==> config.mk <==
export PLATFORM = sky130hd
export DESIGN_NAME = pmw_ctrl
export DESIGN_NICKNAME = d
export VERILOG_FILES = /design/src/include/pmw_pkg.sv /design/src/rtl/pmw_ctrl.sv /design/src/rtl/pmw_pin_wake.sv
export SDC_FILE = /design/constraint.sdc
export NUM_CORES = 1
export LEC_CHECK = 0
export BUFFER_PORTS_ARGS = -buffer_cell sky130_fd_sc_hd__buf_2
export CAP_MARGIN = 20
export CORE_MARGIN = 5
export CORE_UTILIZATION = 47
export CTS_CLUSTER_SIZE = 16
export DETAILED_ROUTE_END_ITERATION = 10
export GPL_TIMING_DRIVEN = 0
export HOLD_SLACK_MARGIN = 0.06
export PLACE_DENSITY = 0.7
export SYNTH_ARGS = -nofsm -noshare
export SYNTH_HDL_FRONTEND = slang
export SYNTH_SLANG_ARGS = --single-unit
==> constraint.sdc <==
create_clock -name core_clk -period 2.7 [get_ports core_clk]
set_input_delay 0.27 -clock core_clk [delete_from_list [all_inputs] [get_ports core_clk]]
set_output_delay 0.27 -clock core_clk [all_outputs]
set_load 0.05 [all_outputs]
==> src/include/pmw_pkg.sv <==
// ==========================================================
// power mode wake controller constants
package pmw_pkg;
  // ==========================================================
  // register byte offsets
  localparam logic [7:0] ADDR_MODE = 8'h00;
  localparam logic [7:0] ADDR_IDLE = 8'h04;
  localparam logic [7:0] ADDR_PWE = 8'h08;
  localparam logic [7:0] ADDR_STAT = 8'h0C;
  localparam logic [2:0] IDX_MODE = 3'h0;
  localparam logic [2:0] IDX_IDLE = 3'h1;
  localparam logic [2:0] IDX_PWE = 3'h2;
  localparam logic [2:0] IDX_STAT = 3'h3;
  localparam logic [2:0] IDX_NONE = 3'h7;
  // ==========================================================
  // field positions
  localparam int MODE_FAST_BIT = 0;
  localparam int MODE_IOH_BIT = 1;
  localparam int MODE_HRDY_BIT = 2;
  localparam int MODE_LRDY_BIT = 3;
  localparam int MODE_DIV_LSB = 5;
  localparam int IDLE_SYSON_BIT = 7;
  localparam int IDLE_SRF_BIT = 3;
  localparam int IDLE_LOWV_BIT = 2;
  localparam int IDLE_WCRF_BIT = 0;
  localparam int STAT_TO_BIT = 0;
  localparam int STAT_PD_BIT = 1;
  localparam int STAT_ST_LSB = 2;
  // ==========================================================
  // values after reset and divider limits
  localparam logic [2:0] DIV_RST = 3'h0;
  localparam logic FAST_RST = 1'h1;
  localparam logic IOH_RST = 1'h1;
  localparam logic SYSON_RST = 1'h0;
  localparam logic [7:0] PWE_RST = 8'h00;
  localparam logic [7:0] PIN_RST = 8'hFF;
  localparam logic [2:0] DIV_LOW_MAX = 3'h1;
  localparam logic [3:0] DIV_EXP_BASE = 4'h8;
  // ==========================================================
  // timing
  localparam int CLK_PERIOD_NS = 40;
  localparam int HOSC_STAB_NS = 1000;
  localparam logic [5:0] HOSC_STAB_CYC =
    6'((HOSC_STAB_NS + CLK_PERIOD_NS - 1) / CLK_PERIOD_NS);
  localparam logic [5:0] LOSC_RDY_CYC = 6'h02;
  // ==========================================================
  // bus answers
  localparam logic [1:0] RESP_OKAY = 2'h0;
  localparam logic [1:0] RESP_SLVERR = 2'h2;
  typedef enum logic [5:0] {
    ST_RUN = 6'h01,
    ST_DEEP = 6'h02,
    ST_LIGHT = 6'h04,
    ST_IDLE_OFF = 6'h08,
    ST_IDLE_ON = 6'h10,
    ST_WAKE = 6'h20
  } pmw_state_t;
  typedef enum logic [1:0] {
    WK_RESUME = 2'h0,
    WK_IRQ = 2'h1,
    WK_WDT = 2'h2
  } pmw_wake_t;
endpackage

==> src/rtl/pmw_ctrl.sv <==
`timescale 1ns/1ps
module pmw_ctrl (
  input wire logic core_clk,
  input wire logic nrst,
  input wire logic [7:0] s_axi_awaddr,
  input wire logic s_axi_awvalid,
  output logic s_axi_awready,
  input wire logic [31:0] s_axi_wdata,
  input wire logic [3:0] s_axi_wstrb,
  input wire logic s_axi_wvalid,
  output logic s_axi_wready,
  output logic [1:0] s_axi_bresp,
  output logic s_axi_bvalid,
  input wire logic s_axi_bready,
  input wire logic [7:0] s_axi_araddr,
  input wire logic s_axi_arvalid,
  output logic s_axi_arready,
  output logic [31:0] s_axi_rdata,
  output logic [1:0] s_axi_rresp,
  output logic s_axi_rvalid,
  input wire logic s_axi_rready,
  input wire logic halt_req,
  input wire logic clr_wdt,
  input wire logic wdt_on,
  input wire logic wdt_overflow,
  input wire logic [7:0] irq_req,
  input wire logic [7:0] irq_en,
  input wire logic stack_full,
  input wire logic [7:0] port_a_pin,
  output logic sysclk_en_r,
  output logic tbc_en_r,
  output logic lsrc_en_r,
  output logic hosc_en_r,
  output logic clk_low_r,
  output logic [2:0] clk_div_log2_r,
  output logic wdt_clr_r,
  output logic wdt_hold_r,
  output logic cpu_halt_r,
  output logic resume_r,
  output logic irq_take_r,
  output logic pcsp_rst_r
);
  // ==========================================================
  // decode shared by read and write paths
  function automatic logic [2:0] reg_idx(input logic [7:0] a);
    if (a == pmw_pkg::ADDR_MODE)
      reg_idx = pmw_pkg::IDX_MODE;
    else if (a == pmw_pkg::ADDR_IDLE)
      reg_idx = pmw_pkg::IDX_IDLE;
    else if (a == pmw_pkg::ADDR_PWE)
      reg_idx = pmw_pkg::IDX_PWE;
    else if (a == pmw_pkg::ADDR_STAT)
      reg_idx = pmw_pkg::IDX_STAT;
    else
      reg_idx = pmw_pkg::IDX_NONE;
  endfunction

  pmw_pkg::pmw_state_t st_r, st_nxt;
  pmw_pkg::pmw_wake_t kind_r, kind_nxt;
  logic [2:0] div_sel_r;
  logic fast_r, ioh_r, syson_r, srf_r, lowv_r, wcrf_r;
  logic [7:0] pwe_r;
  logic pd_r, to_r;
  logic [7:0] irq_armed_r;
  logic [5:0] lcnt_r, hcnt_r;
  logic lrdy_r, hrdy_r;
  logic [7:0] pin_fall;
  logic aw_have_r, w_have_r;
  logic [7:0] awaddr_r;
  logic [7:0] wbyte_r;
  logic wstrb0_r;

  pmw_pin_wake u_pin (
    .core_clk(core_clk),
    .nrst(nrst),
    .pin(port_a_pin),
    .fall_r(pin_fall)
  );

  // ==========================================================
  // bus slave
  wire aw_hs = s_axi_awvalid & s_axi_awready;
  wire w_hs = s_axi_wvalid & s_axi_wready;
  wire b_hs = s_axi_bvalid & s_axi_bready;
  wire ar_hs = s_axi_arvalid & s_axi_arready;
  wire r_hs = s_axi_rvalid & s_axi_rready;
  wire do_wr = aw_have_r & w_have_r & ~s_axi_bvalid;
  wire [2:0] widx = reg_idx(awaddr_r);
  wire [2:0] ridx = reg_idx(s_axi_araddr);
  wire wr_en = do_wr & wstrb0_r;
  wire wr_mode = wr_en & (widx == pmw_pkg::IDX_MODE);
  wire wr_idle = wr_en & (widx == pmw_pkg::IDX_IDLE);
  wire wr_pwe = wr_en & (widx == pmw_pkg::IDX_PWE);
  logic [7:0] rd_byte;
  always_comb
  begin
    rd_byte = 8'h00;
    if (ridx == pmw_pkg::IDX_MODE)
      rd_byte = {div_sel_r, 1'b0, lrdy_r, hrdy_r, ioh_r, fast_r};
    else if (ridx == pmw_pkg::IDX_IDLE)
      rd_byte = {syson_r, 3'h0, srf_r, lowv_r, 1'b0, wcrf_r};
    else if (ridx == pmw_pkg::IDX_PWE)
      rd_byte = pwe_r;
    else if (ridx == pmw_pkg::IDX_STAT)
      rd_byte = {st_r, pd_r, to_r};
  end

  always_ff @(posedge core_clk or negedge nrst)
  begin
    if (!nrst)
    begin
      s_axi_awready <= 1'b1;
      s_axi_wready <= 1'b1;
      aw_have_r <= 1'b0;
      w_have_r <= 1'b0;
      awaddr_r <= 8'h00;
      wbyte_r <= 8'h00;
      wstrb0_r <= 1'b0;
      s_axi_bvalid <= 1'b0;
      s_axi_bresp <= pmw_pkg::RESP_OKAY;
    end
    else
    begin
      if (aw_hs)
      begin
        s_axi_awready <= 1'b0;
        aw_have_r <= 1'b1;
        awaddr_r <= s_axi_awaddr;
      end
      else if (do_wr)
        aw_have_r <= 1'b0;
      else if (b_hs)
        s_axi_awready <= 1'b1;
      if (w_hs)
      begin
        s_axi_wready <= 1'b0;
        w_have_r <= 1'b1;
        wbyte_r <= s_axi_wdata[7:0];
        wstrb0_r <= s_axi_wstrb[0];
      end
      else if (do_wr)
        w_have_r <= 1'b0;
      else if (b_hs)
        s_axi_wready <= 1'b1;
      if (do_wr)
      begin
        s_axi_bvalid <= 1'b1;
        s_axi_bresp <= (widx == pmw_pkg::IDX_NONE) ? pmw_pkg::RESP_SLVERR
                                                    : pmw_pkg::RESP_OKAY;
      end
      else if (b_hs)
        s_axi_bvalid <= 1'b0;
    end
  end

  always_ff @(posedge core_clk or negedge nrst)
  begin
    if (!nrst)
    begin
      s_axi_arready <= 1'b1;
      s_axi_rvalid <= 1'b0;
      s_axi_rdata <= 32'h0000_0000;
      s_axi_rresp <= pmw_pkg::RESP_OKAY;
    end
    else if (ar_hs)
    begin
      s_axi_arready <= 1'b0;
      s_axi_rvalid <= 1'b1;
      s_axi_rdata <= {24'h000000, rd_byte};
      s_axi_rresp <= (ridx == pmw_pkg::IDX_NONE) ? pmw_pkg::RESP_SLVERR
                                                  : pmw_pkg::RESP_OKAY;
    end
    else if (r_hs)
    begin
      s_axi_arready <= 1'b1;
      s_axi_rvalid <= 1'b0;
    end
  end

  // ==========================================================
  // control registers
  always_ff @(posedge core_clk or negedge nrst)
  begin
    if (!nrst)
    begin
      div_sel_r <= pmw_pkg::DIV_RST;
      fast_r <= pmw_pkg::FAST_RST;
      ioh_r <= pmw_pkg::IOH_RST;
      syson_r <= pmw_pkg::SYSON_RST;
      srf_r <= 1'b0;
      lowv_r <= 1'b0;
      wcrf_r <= 1'b0;
      pwe_r <= pmw_pkg::PWE_RST;
    end
    else
    begin
      if (wr_mode)
      begin
        div_sel_r <= wbyte_r[pmw_pkg::MODE_DIV_LSB +: 3];
        fast_r <= wbyte_r[pmw_pkg::MODE_FAST_BIT];
        ioh_r <= wbyte_r[pmw_pkg::MODE_IOH_BIT];
      end
      if (wr_idle)
      begin
        syson_r <= wbyte_r[pmw_pkg::IDLE_SYSON_BIT];
        srf_r <= wbyte_r[pmw_pkg::IDLE_SRF_BIT];
        lowv_r <= wbyte_r[pmw_pkg::IDLE_LOWV_BIT];
        wcrf_r <= wbyte_r[pmw_pkg::IDLE_WCRF_BIT];
      end
      if (wr_pwe)
        pwe_r <= wbyte_r;
    end
  end

  // ==========================================================
  // clock selection
  // slow is only taken once the low oscillator reports ready
  wire slow_req = ~fast_r & (div_sel_r <= pmw_pkg::DIV_LOW_MAX);
  wire slow_nxt = slow_req & (clk_low_r | lrdy_r);
  wire [2:0] div_exp = fast_r ? 3'h0 : 3'(pmw_pkg::DIV_EXP_BASE - {1'b0, div_sel_r});

  // ==========================================================
  // power state machine
  wire in_low = (st_r == pmw_pkg::ST_DEEP) | (st_r == pmw_pkg::ST_LIGHT) |
                (st_r == pmw_pkg::ST_IDLE_OFF) | (st_r == pmw_pkg::ST_IDLE_ON);
  wire halt_go = (st_r == pmw_pkg::ST_RUN) & halt_req;
  wire [7:0] irq_new = irq_req & irq_armed_r;
  wire port_wake = |(pin_fall & pwe_r);
  wire irq_wake = |irq_new;
  wire irq_serve = |(irq_new & irq_en) & ~stack_full;
  wire wake_any = wdt_overflow | irq_wake | port_wake;

  always_comb
  begin
    st_nxt = st_r;
    kind_nxt = kind_r;
    case (st_r)
      pmw_pkg::ST_RUN:
      begin
        if (halt_req)
        begin
          if (!ioh_r)
            st_nxt = wdt_on ? pmw_pkg::ST_LIGHT : pmw_pkg::ST_DEEP;
          else
            st_nxt = syson_r ? pmw_pkg::ST_IDLE_ON : pmw_pkg::ST_IDLE_OFF;
        end
      end
      pmw_pkg::ST_DEEP, pmw_pkg::ST_LIGHT, pmw_pkg::ST_IDLE_OFF, pmw_pkg::ST_IDLE_ON:
      begin
        if (wake_any)
        begin
          st_nxt = pmw_pkg::ST_WAKE;
          if (wdt_overflow)
            kind_nxt = pmw_pkg::WK_WDT;
          else if (irq_wake && irq_serve)
            kind_nxt = pmw_pkg::WK_IRQ;
          else
            kind_nxt = pmw_pkg::WK_RESUME;
        end
      end
      pmw_pkg::ST_WAKE:
      begin
        // clocks restart first; execution resumes once low osc is stable
        if (lrdy_r)
          st_nxt = pmw_pkg::ST_RUN;
      end
      default:
        st_nxt = pmw_pkg::ST_RUN;
    endcase
  end

  wire run_nxt = st_nxt == pmw_pkg::ST_RUN;
  wire wake_nxt = st_nxt == pmw_pkg::ST_WAKE;
  wire ion_nxt = st_nxt == pmw_pkg::ST_IDLE_ON;
  wire ioff_nxt = st_nxt == pmw_pkg::ST_IDLE_OFF;
  wire leave = (st_r == pmw_pkg::ST_WAKE) & lrdy_r;

  always_ff @(posedge core_clk or negedge nrst)
  begin
    if (!nrst)
    begin
      st_r <= pmw_pkg::ST_RUN;
      kind_r <= pmw_pkg::WK_RESUME;
      sysclk_en_r <= 1'b1;
      tbc_en_r <= 1'b1;
      lsrc_en_r <= 1'b1;
      hosc_en_r <= 1'b1;
      clk_low_r <= 1'b0;
      clk_div_log2_r <= 3'h0;
      wdt_clr_r <= 1'b0;
      wdt_hold_r <= 1'b0;
      cpu_halt_r <= 1'b0;
      resume_r <= 1'b0;
      irq_take_r <= 1'b0;
      pcsp_rst_r <= 1'b0;
    end
    else
    begin
      st_r <= st_nxt;
      kind_r <= kind_nxt;
      sysclk_en_r <= run_nxt | wake_nxt | ion_nxt;
      tbc_en_r <= run_nxt | wake_nxt | ion_nxt | ioff_nxt;
      lsrc_en_r <= st_nxt != pmw_pkg::ST_DEEP;
      hosc_en_r <= ~slow_nxt & (run_nxt | wake_nxt | ion_nxt);
      clk_low_r <= slow_nxt;
      if (!slow_req)
        clk_div_log2_r <= div_exp;
      wdt_clr_r <= halt_go;
      wdt_hold_r <= st_nxt == pmw_pkg::ST_DEEP;
      cpu_halt_r <= ~run_nxt;
      resume_r <= leave & (kind_r == pmw_pkg::WK_RESUME);
      irq_take_r <= leave & (kind_r == pmw_pkg::WK_IRQ);
      pcsp_rst_r <= leave & (kind_r == pmw_pkg::WK_WDT);
    end
  end

  // ==========================================================
  // flags, interrupt arming, oscillator ready
  always_ff @(posedge core_clk or negedge nrst)
  begin
    if (!nrst)
    begin
      pd_r <= 1'b0;
      to_r <= 1'b0;
      irq_armed_r <= 8'h00;
    end
    else
    begin
      // set wins over clear on both flags
      if (halt_go)
        pd_r <= 1'b1;
      else if (clr_wdt)
        pd_r <= 1'b0;
      if (wdt_overflow)
        to_r <= 1'b1;
      else if (halt_go)
        to_r <= 1'b0;
      if (halt_go)
        irq_armed_r <= ~irq_req;
      else if (in_low)
        irq_armed_r <= irq_armed_r | ~irq_req;
    end
  end

  always_ff @(posedge core_clk or negedge nrst)
  begin
    if (!nrst)
    begin
      lcnt_r <= 6'h00;
      hcnt_r <= 6'h00;
      lrdy_r <= 1'b0;
      hrdy_r <= 1'b0;
    end
    else
    begin
      lcnt_r <= !lsrc_en_r ? 6'h00 : (lrdy_r ? lcnt_r : 6'(lcnt_r + 6'h01));
      // flag register adds a cycle, so compare one short to rise two cycles after enable
      lrdy_r <= lsrc_en_r & (lcnt_r >= 6'(pmw_pkg::LOSC_RDY_CYC - 6'h01));
      hcnt_r <= !hosc_en_r ? 6'h00 : (hrdy_r ? hcnt_r : 6'(hcnt_r + 6'h01));
      hrdy_r <= hosc_en_r & (hcnt_r >= pmw_pkg::HOSC_STAB_CYC);
    end
  end
endmodule // pmw_ctrl

==> src/rtl/pmw_pin_wake.sv <==
`timescale 1ns/1ps
// ==========================================================
// port pin synchroniser and falling edge detect
module pmw_pin_wake (
  input wire logic core_clk,
  input wire logic nrst,
  input wire logic [7:0] pin,
  output logic [7:0] fall_r
);
  logic [7:0] s1_r;
  logic [7:0] s2_r;
  logic [7:0] s3_r;
  // idle-high pins, so reset to high to avoid a false edge
  always_ff @(posedge core_clk or negedge nrst)
  begin
    if (!nrst)
    begin
      s1_r <= pmw_pkg::PIN_RST;
      s2_r <= pmw_pkg::PIN_RST;
      s3_r <= pmw_pkg::PIN_RST;
      fall_r <= 8'h00;
    end
    else
    begin
      s1_r <= pin;
      s2_r <= s1_r;
      s3_r <= s2_r;
      fall_r <= s3_r & ~s2_r;
    end
  end
endmodule // pmw_pin_wake

# Yosys cells after proc, flatten, opt, wreduce, memory -nomap -nowiden
# Cells that the tools add are included.
# totals
ff_bits,131
input_bits,88
word_cells,195
# classes
add_sub_neg,3
n_lt_le_gt_ge,3
eq_ne,31
n_mux,47
bitwise,43
reduce_logical,22
# op_table
op,count
2-to-1 mux 8 bit,6
2-to-1 mux 6 bit,7
AND 8 bit,4
== test 8 x 4 -> 1 bit (second input constant),4
2-to-1 mux 3 bit,10
OR reduction 8 bit,3
AND 1 bit,22
2-to-1 mux 1 bit,18
case mux 6 bit (3 select lines),1
nonzero test 2 bit,9
== test 8 x 3 -> 1 bit (second input constant),2
logical NOT 8 bit,2
NOT 8 bit,2
adder 6 x 1 -> 6 bit (second input constant),2
== test 6 x 1 -> 1 bit (second input constant),2
== test 6 x 2 -> 1 bit (second input constant),2
== test 6 x 4 -> 1 bit (second input constant),2
== test 6 x 5 -> 1 bit (second input constant),2
== test 6 bit (second input constant),2
2-to-1 mux 5 bit,2
== test 3 x 2 -> 1 bit (second input constant),3
OR 1 bit,9
!= test 2 bit (second input constant),4
OR 8 bit,1
other kinds (17),28

# Longest topological paths before layout
# Gate-level depths: netlist (run 1).
# logic_depth
depth_word,10
depth_mapped,7
depth_no_buf,7

# Cells and area by module
# Synthesis (run 1) repeated with hierarchy kept, for this count alone.
# hier_totals
cells_unflattened,427
hier_area_um2,5447.7
# by_module_without_submodules
module,n_inst,cells_per_inst,area_each_um2,seq_area_each_um2
pmw_ctrl,1,387,4506.8,2439.8
pmw_pin_wake,1,40,940.9,830.8

# Least setup slack after synthesis (run 1)
# OpenSTA, ideal clock, no wires.
# synth_timing
kind,register to register
start,reg awaddr_r[7]
end,reg pwe_r[0]
setup_ns,0.125
arrival_time_ns,2.181
required_time_ns,2.575
slack_ns,0.394
path_stages_with_launch,6
path_cell_list,dfrtp_1 -> or4_1 -> or4_4 -> or3b_1 -> buf_6 -> mux2_4
# synth_between
elab_chain_cells,7
word_cells_on_any_way,10
classes_between,4 x eq/ne; 4 x mux; 1 x bitwise; 1 x reduce/logical
# synth_lines
element,line,source
from (decl),pmw_ctrl.sv:69,logic [7:0] awaddr_r;
from (signal assigned),pmw_ctrl.sv:128,awaddr_r <= s_axi_awaddr;
== test 8 x 4 -> 1 bit,pmw_ctrl.sv:52,else if (a == pmw_pkg::ADDR_STAT)
2-to-1 mux 3 bit,pmw_ctrl.sv:52,
2-to-1 mux 3 bit,pmw_ctrl.sv:50,else if (a == pmw_pkg::ADDR_PWE)
2-to-1 mux 3 bit,pmw_ctrl.sv:48,else if (a == pmw_pkg::ADDR_IDLE)
2-to-1 mux 3 bit (*),pmw_ctrl.sv:46,if (a == pmw_pkg::ADDR_MODE)
== test 3 x 2 -> 1 bit (*),pmw_ctrl.sv:93,wire wr_pwe = wr_en & (widx == pmw_pkg::IDX_PWE);
AND 1 bit (*),pmw_ctrl.sv:93,
to (signal assigned),pmw_ctrl.sv:193,pwe_r <= pmw_pkg::PWE_RST;
to (signal assigned),pmw_ctrl.sv:211,pwe_r <= wbyte_r;
to (decl),pmw_ctrl.sv:62,logic [7:0] pwe_r;
# Mark *: on every way between the ends. The rest lies on a longest branch, timed or not.
# A chain may end at the register's enable or synchronous reset.

# Final worst setup path (run 1)
# layout_timing
start,reg awaddr_r[7]
end,reg pwe_r[1]
# The elaborated chain is that of the path after synthesis.

==> summary.md, run 1 <==
The flow ran to the end, and the final reports show no timing, DRC or antenna violations. The fraction of registers with async set or reset after synthesis works out to 1.00. The clock reaches the later pin of the worst-skew pair after 0.41 ns.

Number of warnings printed during yosys synthesis: 0. The average instance in the mapped netlist occupies 12.3 sq um. Across all register-to-register paths, the minimum setup slack is 0.27 ns. The tools report the minimum hold slack as 0.0814 ns. The final count of negative-setup-slack endpoints was 0; the slew at the pin with the worst max-slew slack was 0.780 ns.

The critical path in this run is classified as register to register. The critical path capture point type was a register. TritonCTS built the clock tree. Total negative slack: 0 ns. The first-pass GRT wire length is 18200 um, and the global routing met2 resource utilization is 0.274.

The tools report the final wirelength as 11000 um. The per-cell via count in the routed design was 4.95; the number of antenna violations at the first check in global routing was 2. In this run the critical register-to-register path is captured at pwe_r[1]. In this run, the number of DRC markers left after iteration 0 of detailed routing was 157. The run gives 49 as the number of different library cells in the post-synthesis netlist.

The die is 118 um tall. Ratio of final minimum period to clock period: 0.898. The via count of the first global-routing pass was 3762; the detail-routed net length per standard cell was 14.7 um.

The mapped netlist covers 0.00545 sq mm. The count of endpoints failing hold in the final timing report was 0. Setup repair after global routing left no endpoint under its margin. The clock passes through at most 2 buffers. Clock-pin slew was measured on the worst setup and hold paths at 0.06 ns. The number of H-tree levels is 4. The met3 track utilization from global routing is 0.0634, and the number of port buffers is 89.

Of all nets on the critical path, the largest fanout is 8. Data on the critical path arrives at its endpoint at 2.71 ns. The library cells used most frequently in the layout, excluding fill and tap cells, are dfrtp_1, buf_2, nand2_1.

Worst relative slew slack: 0.480. The most used flip-flop cell after synthesis is dfrtp_1. After synthesis the netlist holds a flip-flop and latch count of 129. For this run, the top clock speed supported by timing is 0.412 GHz. The number of standard cells after synthesis came out at 442. The cell depth of the worst min-delay path is 2. Class of the worst hold path: input port to register. The weighted congestion at the end of routability-driven global placement came out at 0.815. Pin placement for this block handled 143 I/O pins. The worst IR drop on VDD was 0.662 mV; the storage element area was 0.00327 sq mm. The worst min-delay path endpoint is irq_armed_r[0]. Once the clock tree was built, the setup fixing pass inserted 0 buffers. For the worst flop-to-flop path, the logic depth is 5. The power density relative to cell area was 945 mW/mm^2. Site row count: 39. Most heavily used metal layer in global routing: met2. The most common library cell in the layout ignoring fill and taps is dfrtp_1.

The worst hold path begins at irq_req[0]. Counting every sink on the clock net gives 129. In this run the static leakage power is 0.00333 uW. The post-placement setup slack was 0.300 ns; the number of DRC violations after detailed routing was 0. The tools report the overflow left after global routing as 0. The layout-stage area growth over the synthesis result was 27.1%. Initial core utilization: 0.479. The count of flip-flops with a built-in enable after synthesis works out to 0.

Counting the buffers created by CTS gives 17. The count of vias placed by the detailed router is 3696, and the number of violations of the max-capacitance limit is 0. The tools report the number of filler instances in the final layout as 905. Entering global routing, the biggest net connects 92 pins. The smallest clock period supported by the final layout is computed as 2.43 ns. Fraction of final layout cells with drive strength greater than 1: 0.380. The tools report the post-route clock skew as 0.0104 ns. In this run the clock root is driven by a clkbuf_16. The met1 global-route usage was 0.193; the final layout net count was 686. The area used by multi-input combinational logic was 0.00196 sq mm. Sort of element at the start of the critical path: a register.

The tools report the residual antenna-violating net count after detailed routing as 0. The logs give 7970 um for the placed wire-length estimate and 0.163 for the aggregate global-route resource usage. The horizontal die dimension was 118 um. The run gives 0.0114 sq mm as the core area. The logs give 2.98 ns for the required time at the endpoint of the critical path and 0 for the number of max-slew violations in the final report. The smallest setup slack after layout is 0.274 ns. The floorplan step defined a die boundary enclosing 0.0138 sq mm. The pre-antenna-repair detailed-routing pass consisted of 4 iterations. The reg-to-reg startpoint is awaddr_r[7].

The run gives 0.600 as the sequential cell area fraction in the yosys report.
==> routing by layer <==
metal / vias up / wire, um
met3: 8 / 708
met4: 2 / 94
met1: 1795 / 4540
li1: 1796 / -
met2: 95 / 5620
met5: - / 7
==> worst max-delay path by stage <==
| stage | start | end | slack, ns | depth (start not counted) |
|---|---|---|---|---|
| floorplan | awaddr_r[7] | pwe_r[0] | 0.39 | 5 |
| global placement | nrst | s_axi_rvalid | -0.21 | 1 |
| detailed placement | awaddr_r[7] | pwe_r[3] | 0.30 | 5 |
| CTS | awaddr_r[7] | pwe_r[1] | 0.26 | 5 |
| global route | awaddr_r[7] | pwe_r[1] | 0.22 | 5 |
| finish | awaddr_r[7] | pwe_r[1] | 0.27 | 5 |
==> synth_stat cells, drive strengths merged (3+ instances only) <==
library cell	count	share of area
dfrtp	95	0.44
nand2	38	0.026
mux2	35	0.078
dfstp	34	0.16
o21ai	30	0.028
buf	28	0.039
inv	19	0.013
nand3	19	0.017
nor2	14	0.0096
nor2b	13	0.015
mux2i	10	0.018
nor3	10	0.010
and2	8	0.0092
clkbuf	8	0.0055
ha	8	0.018
xnor2	7	0.011
a22oi	6	0.0083
a31oi	6	0.0069
a21oi	5	0.0046
a31o	4	0.0064
mux4	4	0.017
or3	4	0.0046
a21o	3	0.0041
nand3b	3	0.0041
nand4	3	0.0034
nand4b	3	0.0048
o21bai	3	0.0041
or4	3	0.0048
xor2	3	0.0048
==> critical path, stage by stage (launching register included) <==
cell	delay (ns)
dfrtp_1	0.37
or4_1	0.55
or4_4	0.52
or3b_1	0.38
buf_6	0.17
mux2_4	0.31
==> per-stage QoR <==
step / area (sq um) / power (uW) / instances / utilization
2_1_floorplan: 5540 / 3900 / 467 / -
3_3_place_gp: 6170 / 4280 / 699 / 0.542
3_5_place_dp: 6200 / 4370 / 700 / 0.545
5_1_grt: 6920 / 6910 / 747 / 0.609
4_1_cts: 6910 / 6620 / 745 / 0.608
6_report: 6920 / 6540 / 747 / 0.609
==> sequential cells by signal, summed over array words and instances, names as in the netlist, 2 cells and up <==
signal / cells
pwe_r: 8
clk_div_log2_r: 3
u_pin.fall_r: 8
u_pin.s1_r: 8
s_axi_rdata: 8
irq_armed_r: 8
awaddr_r: 8
lcnt_r: 6
div_sel_r: 3
kind_r: 2
hcnt_r: 6
u_pin.s3_r: 8
u_pin.s2_r: 8
wbyte_r: 8
st_r: 6
==> final cells by class <==
type / count / share of cell area
Inverter: 19 / 0.0103
Antenna cell: 1 / 0.000362
Multi-Input combinational cell: 283 / 0.283
Clock inverter: 14 / 0.0202
Buffer: 36 / 0.0347
Timing Repair Buffer: 104 / 0.0895
Sequential cell: 129 / 0.473
Tap cell: 143 / 0.0258
Clock buffer: 18 / 0.0634
==> report_power, final <==
| part | internal [uW] | switching (uW) | leakage (uW) | total (uW) |
|---|---|---|---|---|
| combinational | 614 | 1010 | 0.00146 | 1620 |
| sequential | 2410 | 321 | 0.00159 | 2730 |
| clock | 1320 | 873 | 0.000282 | 2190 |
| total | 4340 | 2200 | 0.00333 | 6540 |
==> cells by family (layout without fill, tap and decap cells) <==
group	after synthesis	in the layout	share of synthesized area
adder cells (fa/ha/maj)	8	8	0.0184
multiplexers	49	49	0.113
AND/OR/NAND/NOR	125	125	0.119
AO/OA/AOI/OAI	65	65	0.0751
buffers and inverters	55	191	0.0572
flip-flops	129	129	0.600
XOR/XNOR	10	10	0.0161
other	1	27	0.000688
==> timing repair <==
| action | 4_1_cts | 5_1_grt |
|---|---|---|
| hold endpoints to repair | 46 | 1 |
| hold buffers | 13 | 1 |
| resized for setup | 0 | 0 |
Note: power is estimated with default switching activity, not from simulation.
==> run 2: changes to the inputs <==
--- a/config.mk
+++ b/config.mk
@@ -9,11 +9,12 @@
 export CAP_MARGIN = 20
 export CORE_MARGIN = 5
 export CORE_UTILIZATION = 47
-export CTS_CLUSTER_SIZE = 16
+export CTS_CLUSTER_SIZE = 24
 export DETAILED_ROUTE_END_ITERATION = 10
 export GPL_TIMING_DRIVEN = 0
 export HOLD_SLACK_MARGIN = 0.06
 export PLACE_DENSITY = 0.7
+export RECOVER_POWER = 100
 export SYNTH_ARGS = -nofsm -noshare
 export SYNTH_HDL_FRONTEND = slang
 export SYNTH_SLANG_ARGS = --single-unit
==> summary.md, run 2 (synthesis results as in run 1) <==
Number of DRC violations after detailed routing: 0 (unchanged). The number of antenna violations at the first check in global routing is 2 (unchanged), and the placed wire-length estimate is 7970 um (unchanged). The final count of negative-setup-slack endpoints came out at 0 (unchanged). The weighted congestion at the end of routability-driven global placement is 0.815 (unchanged), and the worst IR drop on VDD is 0.663 mV (+0.17%).

Setup repair after global routing left no endpoint under its margin. The tools report the count of endpoints failing hold in the final timing report as 0 (unchanged). The per-cell via count in the routed design came out at 4.96 (+0.30%). The maximum number of pins on one net before global-route repair was 92 (unchanged); the fraction of final layout cells with drive strength greater than 1 was 0.302 (-0.0779). The signal on the critical path passes through or4_1 -> or4_1 -> or3b_1 -> buf_6 -> mux2_1. The CTS sink count came out at 129 (unchanged). Number of H-tree levels: 4 (unchanged).

The power density relative to cell area is 949 mW/mm^2 (+0.47%), and the first-pass GRT wire length is 18200 um (unchanged). The latest clock arrival within the worst-skew pair is 0.41 ns (about the same). The number of max-slew violations in the final report was 39 (+39); the number of violations of the max-capacitance limit was 1 (+1). The largest individual stage delay along the critical path comes from the cell or4_1.

The final critical path time including I/O delays and setup is 2.50 ns (+0.0757 ns). The path class of the tightest hold or removal check is input port to register. The residual antenna-violating net count after detailed routing is 0 (unchanged), and the placed instance area is 0.00620 sq mm (unchanged). The final reports fail on max-capacitance violations, max-slew violations. Number of detailed-routing iterations run before antenna repair: 4 (unchanged). The kind of cell with the highest combined delay along the critical path is simple AND/OR/NAND/NOR gates. The tools report the static leakage as 0.00319 uW (-4.4%). The detail-routed net length per standard cell came out at 14.8 um (+0.59%). The horizontal die dimension was 118 um (unchanged); the number of instances in the placed design was 700 (unchanged). The tools report the violation count after the first detailed-routing iteration as 160 (+1.9%). The count of boundary I/O pins is 143 (unchanged).

The worst setup path is captured at a register. TritonCTS built the clock tree. The die height was 118 um (unchanged); the final layout net count was 686 (unchanged). The ratio of final minimum period to clock period is 0.926 (+0.0280), and the via count of the first global-routing pass is 3762 (unchanged). The CTS buffer count is 17 (unchanged), and the slew at the pin with the worst max-slew slack is 1.74 ns (+0.965 ns).

The logs give 11000 um (+0.59%) for the final wirelength and 2.98 ns (about the same) for the required time at the endpoint of the critical path. The initial core utilization is 0.479 (unchanged), and the area of all placed cells without fillers is 0.00685 sq mm (-1.0%). The top cell types in the final layout, fill and taps aside, are dfrtp_1, buf_2, clkbuf_1. The run finished, with violations left. The core area was 0.0114 sq mm (unchanged). The minimum hold slack was 0.0804 ns (-0.000993 ns). The die outline area is 0.0138 sq mm (unchanged), and the biggest cell delay along the critical path is 0.55 ns (about the same).

For the post-route clock skew, the log shows 0.00924 ns (-0.00111 ns). STA classifies the critical path startpoint as a register. Dominant cell type by count on the critical path: or4_1. The buffer cell driving the clock tree root was clkbuf_16.

The critical path is of the register to register type. The logs give 0.163 (unchanged) for the aggregate global-route resource usage and 0 ns (unchanged) for the total negative slack. The post-placement setup slack is 0.300 ns (unchanged).

The maximum buffer depth of the clock tree is 2 (unchanged), and the count of vias placed by the detailed router is 3707 (+0.30%). The logs give 39 (unchanged) for the site row count and 0.400 GHz (-3.0%) for the fmax. For the data arrival time of the critical path, the log shows 2.78 ns (+0.07 ns).

The top fanout value on the critical path is 8 (unchanged). The worst relative slew slack was -0.163 (-0.643); the filler-free cell count of the finished design was 747 (unchanged). The most common library cell in the layout ignoring fill and taps was dfrtp_1. The total buffers and inverters traversed by the critical path works out to 1 (unchanged).

The clock edge transition at the registers on the reported setup and hold paths came out at 0.06 ns (about the same). Compared with the post-synthesis result, the final layout area differs by 25.7%. The overflow left after global routing came out at 0 (unchanged). Smallest setup slack after layout: 0.199 ns (-0.0757 ns).

The number of port buffers was 89 (unchanged).
run 2: cell count changes in the layout (fill, tap and decap cells not counted), sizes merged:
cell and change:
dlygate4sd2 +1, clkbuf +31, buf -32
run 2: final timing paths:
kind | start | endpoint | slack, ns | cells after the start
max in group asynchronous | nrst | lsrc_en_r | 0.52 | 3
min reg2reg | u_pin.s1_r[4] | u_pin.s2_r[4] | 0.35 | 0
min in group asynchronous | nrst | awaddr_r[1] | 0.98 | 2
min | irq_req[0] | irq_armed_r[0] | 0.08 | 2
max | awaddr_r[7] | pwe_r[1] | 0.20 | 5
max reg2reg | awaddr_r[7] | pwe_r[1] | 0.20 | 5
run 2: per-layer routing:
metal,GRT usage,part of all wire
met1,0.193,0.42
met3,0.0634,0.065
met4,0.0502,0.014
met5,0,0.00063
met2,0.274,0.50
run 2: final cells by class:
| type | count | area (sq um) |
|---|---|---|
| fillers | 936 | 4520 |
| diodes | 1 | 2.50 |
| flip-flops and latches | 129 | 3270 |
| repair buffers | 104 | 578 |
| clock buffers | 18 | 439 |
| well taps | 143 | 179 |
| plain buffers | 36 | 240 |
| clock inverters | 14 | 140 |
| multi-input cells | 283 | 1930 |
| inverters | 19 | 71.3 |
run 2: power by group:
| part | internal (uW) | leakage (uW) | switching [uW] |
|---|---|---|---|
| combinational | 576 | 0.00132 | 1010 |
| clock | 1320 | 0.000282 | 882 |
| sequential | 2400 | 0.00159 | 321 |
run 2: what timing repair did:
action	in CTS	in global routing
setup buffers	0	0
endpoints found under the hold margin	46	1
resized for setup	0	0
hold buffers	13	1
run 2: stage by stage:
stage	power, uW	utilization
5_1_grt	6860	0.603
6_report	6500	0.603
3_3_place_gp	4280	0.542
4_1_cts	6620	0.608
3_5_place_dp	4370	0.545
2_1_floorplan	3900	-
run 2: worst register-to-register path: cells and delay by family (launching register included):
family                 cells  cell delay [ns]
buffers and inverters      1             0.16
DFF                        1             0.37
muxes                      1             0.34
and+or+nand+nor            3             1.49
==> run 3: changes to the inputs <==
--- a/config.mk
+++ b/config.mk
@@ -7,13 +7,15 @@
 export LEC_CHECK = 0
 export BUFFER_PORTS_ARGS = -buffer_cell sky130_fd_sc_hd__buf_2
 export CAP_MARGIN = 20
+export CELL_PAD_IN_SITES_DETAIL_PLACEMENT = 0
+export CELL_PAD_IN_SITES_GLOBAL_PLACEMENT = 2
 export CORE_MARGIN = 5
-export CORE_UTILIZATION = 47
+export CORE_UTILIZATION = 34
 export CTS_CLUSTER_SIZE = 24
 export DETAILED_ROUTE_END_ITERATION = 10
 export GPL_TIMING_DRIVEN = 0
 export HOLD_SLACK_MARGIN = 0.06
-export PLACE_DENSITY = 0.7
+export PLACE_DENSITY = 0.77
 export RECOVER_POWER = 100
 export SYNTH_ARGS = -nofsm -noshare
 export SYNTH_HDL_FRONTEND = slang
==> summary.md, run 3 (synthesis results as in run 1) <==
The run finished with clean final reports. The minimum setup slack among reg-to-reg paths came out at 0.22 ns (+0.02 ns). The aggregate global-route resource usage is 0.130 (-0.0334), and the data arrival time of the critical path is 2.76 ns (-0.02 ns). The initial core utilization was 0.344 (-0.135); the static leakage was 0.00319 uW (+0.22%). The ratio of final minimum period to clock period is 0.918 (-0.00835). The critical path is of the register to register type. The tools report the sort of element at the start of the critical path as a register. Start point of the critical path: awaddr_r[7]. The required time at the endpoint of the critical path was 2.98 ns (about the same). The number of max-slew violations in the final report is 0 (-100%). The die outline area is 0.0187 sq mm (+35%), and the number of filler instances in the final layout is 1530 (+63%). The top fanout value on the critical path is 8 (unchanged), and the total buffers and inverters traversed by the critical path is 1 (unchanged). The final critical path time including I/O delays and setup is 2.48 ns (-0.0225 ns).

The cell sitting at the root of the clock tree is a clkbuf_16. The final layout net count was 689 (+0.44%). For the smallest setup slack after layout, the log shows 0.221 ns (+0.0225 ns). The signal on the critical path passes through or4_1 -> or4_1 -> or3b_1 -> buf_6 -> mux2_1. The via count of the first global-routing pass was 3714 (-1.3%); the slew at the pin with the worst max-slew slack was 1.37 ns (-0.376 ns). The final count of negative-setup-slack endpoints came out at 0 (unchanged). The overflow left after global routing is 0 (unchanged). Most common library cell in the layout ignoring fill and taps: dfrtp_1. The most numerous cell type found on the critical path is or4_1.

The detail-routed net length per standard cell came out at 13.8 um (-6.3%). STA classifies the critical path endpoint as a register. Maximum number of pins on one net before global-route repair: 79 (-14%). In this run the most critical hold path is launched from irq_req[5]. The logs give 0 (unchanged) for the post-cts repair resize count and 0 (-2) for the number of antenna violations at the first check in global routing. The logs give 0.00698 sq mm (+1.9%) for the area of all placed cells without fillers and 0.554 mV (-16%) for the worst IR drop on VDD. The total inserted antenna cells is 0 (-1). Cell family contributing the most delay on the critical path: simple AND/OR/NAND/NOR gates. For the number of detailed-routing iterations run before antenna repair, the log shows 5 (+1). The tightest min-delay check is of the input port to register type.

The run gives 0.738 (-9.4%) as the weighted congestion at the end of routability-driven global placement. Setup repair after global routing left no endpoint under its margin. The residual antenna-violating net count after detailed routing came out at 0 (unchanged). The CTS buffer count is 17 (unchanged), and the core area is 0.0158 sq mm (+39%).

The biggest cell delay along the critical path was 0.56 ns (about the same); the layout-stage area growth over the synthesis result was 28.1%. The run gives 0.00573 ns (-0.00351 ns) as the post-route clock skew. Placed wire-length estimate: 8350 um (+4.8%). The fraction of final layout cells with drive strength greater than 1 is 0.297 (-0.00479), and the minimum hold slack is 0.0845 ns (+0.00415 ns). The die height is 137 um (+16%). The tools report the count of boundary I/O pins as 143 (unchanged). The tools report the count of endpoints failing hold in the final timing report as 0 (unchanged). The horizontal die dimension works out to 137 um (+16%). For the violation count after the first detailed-routing iteration, the log shows 181 (+13%). Number of violations of the max-capacitance limit: 0 (-1).

The top cell types in the final layout, fill and taps aside, are dfrtp_1, buf_2, clkbuf_1. Placed instance area: 0.00629 sq mm (+1.5%). The CTS sink count was 129 (unchanged); the per-cell via count in the routed design was 4.40 (-11%).

The logs give 0 (unchanged) for the number of DRC violations after detailed routing and 4 (unchanged) for the number of H-tree levels. Latest clock arrival within the worst-skew pair: 0.40 ns (about the same). The site row count is 46 (+18%).

The tools report the final wirelength as 11400 um (+3.1%). The clock edge transition at the registers on the reported setup and hold paths was 0.06 ns (about the same); the number of port buffers was 89 (unchanged). The post-placement setup slack was 0.285 ns (-0.0152 ns).

The tools report the reg-to-reg startpoint as awaddr_r[7]. Among all stages on the critical path, the largest delay is contributed by or4_1. The power density relative to cell area was 935 mW/mm^2 (-1.5%). TritonCTS built the clock tree. Count of vias placed by the detailed router: 3620 (-2.3%). The fmax was 0.403 GHz (+0.91%); the maximum buffer depth of the clock tree was 2 (unchanged).

The first-pass GRT wire length is 18700 um (+2.8%). For the worst relative slew slack, the log shows 0.0876 (+0.251).
==> run 3: changes by cell type in the layout (fill, tap and decap cells not counted), moves of 2 or more <==
| cell | change |
|---|---|
| clkinvlp_4 | +2 |
| dfstp_1 | +2 |
| dfstp_2 | -2 |
| dlygate4sd3_1 | +3 |
| inv_6 | -3 |
| inv_8 | -2 |
==> run 3: through the flow <==
stage	setup TNS, ns	utilization	std cells	total power, uW
global placement	-28.59	0.395	772	4320
CTS	0	0.445	821	6680
detailed placement	0	0.397	773	4370
finish	0	0.441	822	6520
floorplan	0	-	467	3900
global route	0	0.441	822	6930
==> run 3: worst paths after layout <==
check,to,cells past startpoint
hold reg to reg,u_pin.s2_r[3],0
setup / recovery,pwe_r[3],5
hold / removal,irq_armed_r[5],2
max in group asynchronous,u_pin.s3_r[0],3
setup reg to reg,pwe_r[3],5
min in group asynchronous,lcnt_r[4],2
==> run 3: cell type report <==
class | instances | area [sq um] | share of cell area
tap | 216 | 270 | 0.0387
clock inverter | 11 | 130 | 0.0186
inverter | 19 | 71.3 | 0.0102
sequential | 129 | 3270 | 0.469
buffer | 36 | 240 | 0.0344
clock buffer | 21 | 460 | 0.0660
timing repair buffer | 107 | 606 | 0.0868
multi-input combinational | 283 | 1930 | 0.276
==> run 3: metal layers <==
| layer | GRT usage | up-vias | share of wire |
|---|---|---|---|
| li1 | - | 1797 | - |
| met1 | 0.160 | 1740 | 0.45 |
| met2 | 0.211 | 77 | 0.49 |
| met3 | 0.0533 | 6 | 0.051 |
| met4 | 0.0330 | 0 | 0.0055 |
| met5 | 0 | - | 0 |
==> run 3: what timing repair did <==
action                                 in CTS  in global routing
hold buffers                               16                  1
setup buffers                               0                  0
endpoints found under the hold margin      60                  1
==> run 3: power breakdown <==
group	switching, uW	internal [uW]	total (uW)
registers	329	2400	2730
clock network	826	1410	2240
logic	980	576	1560
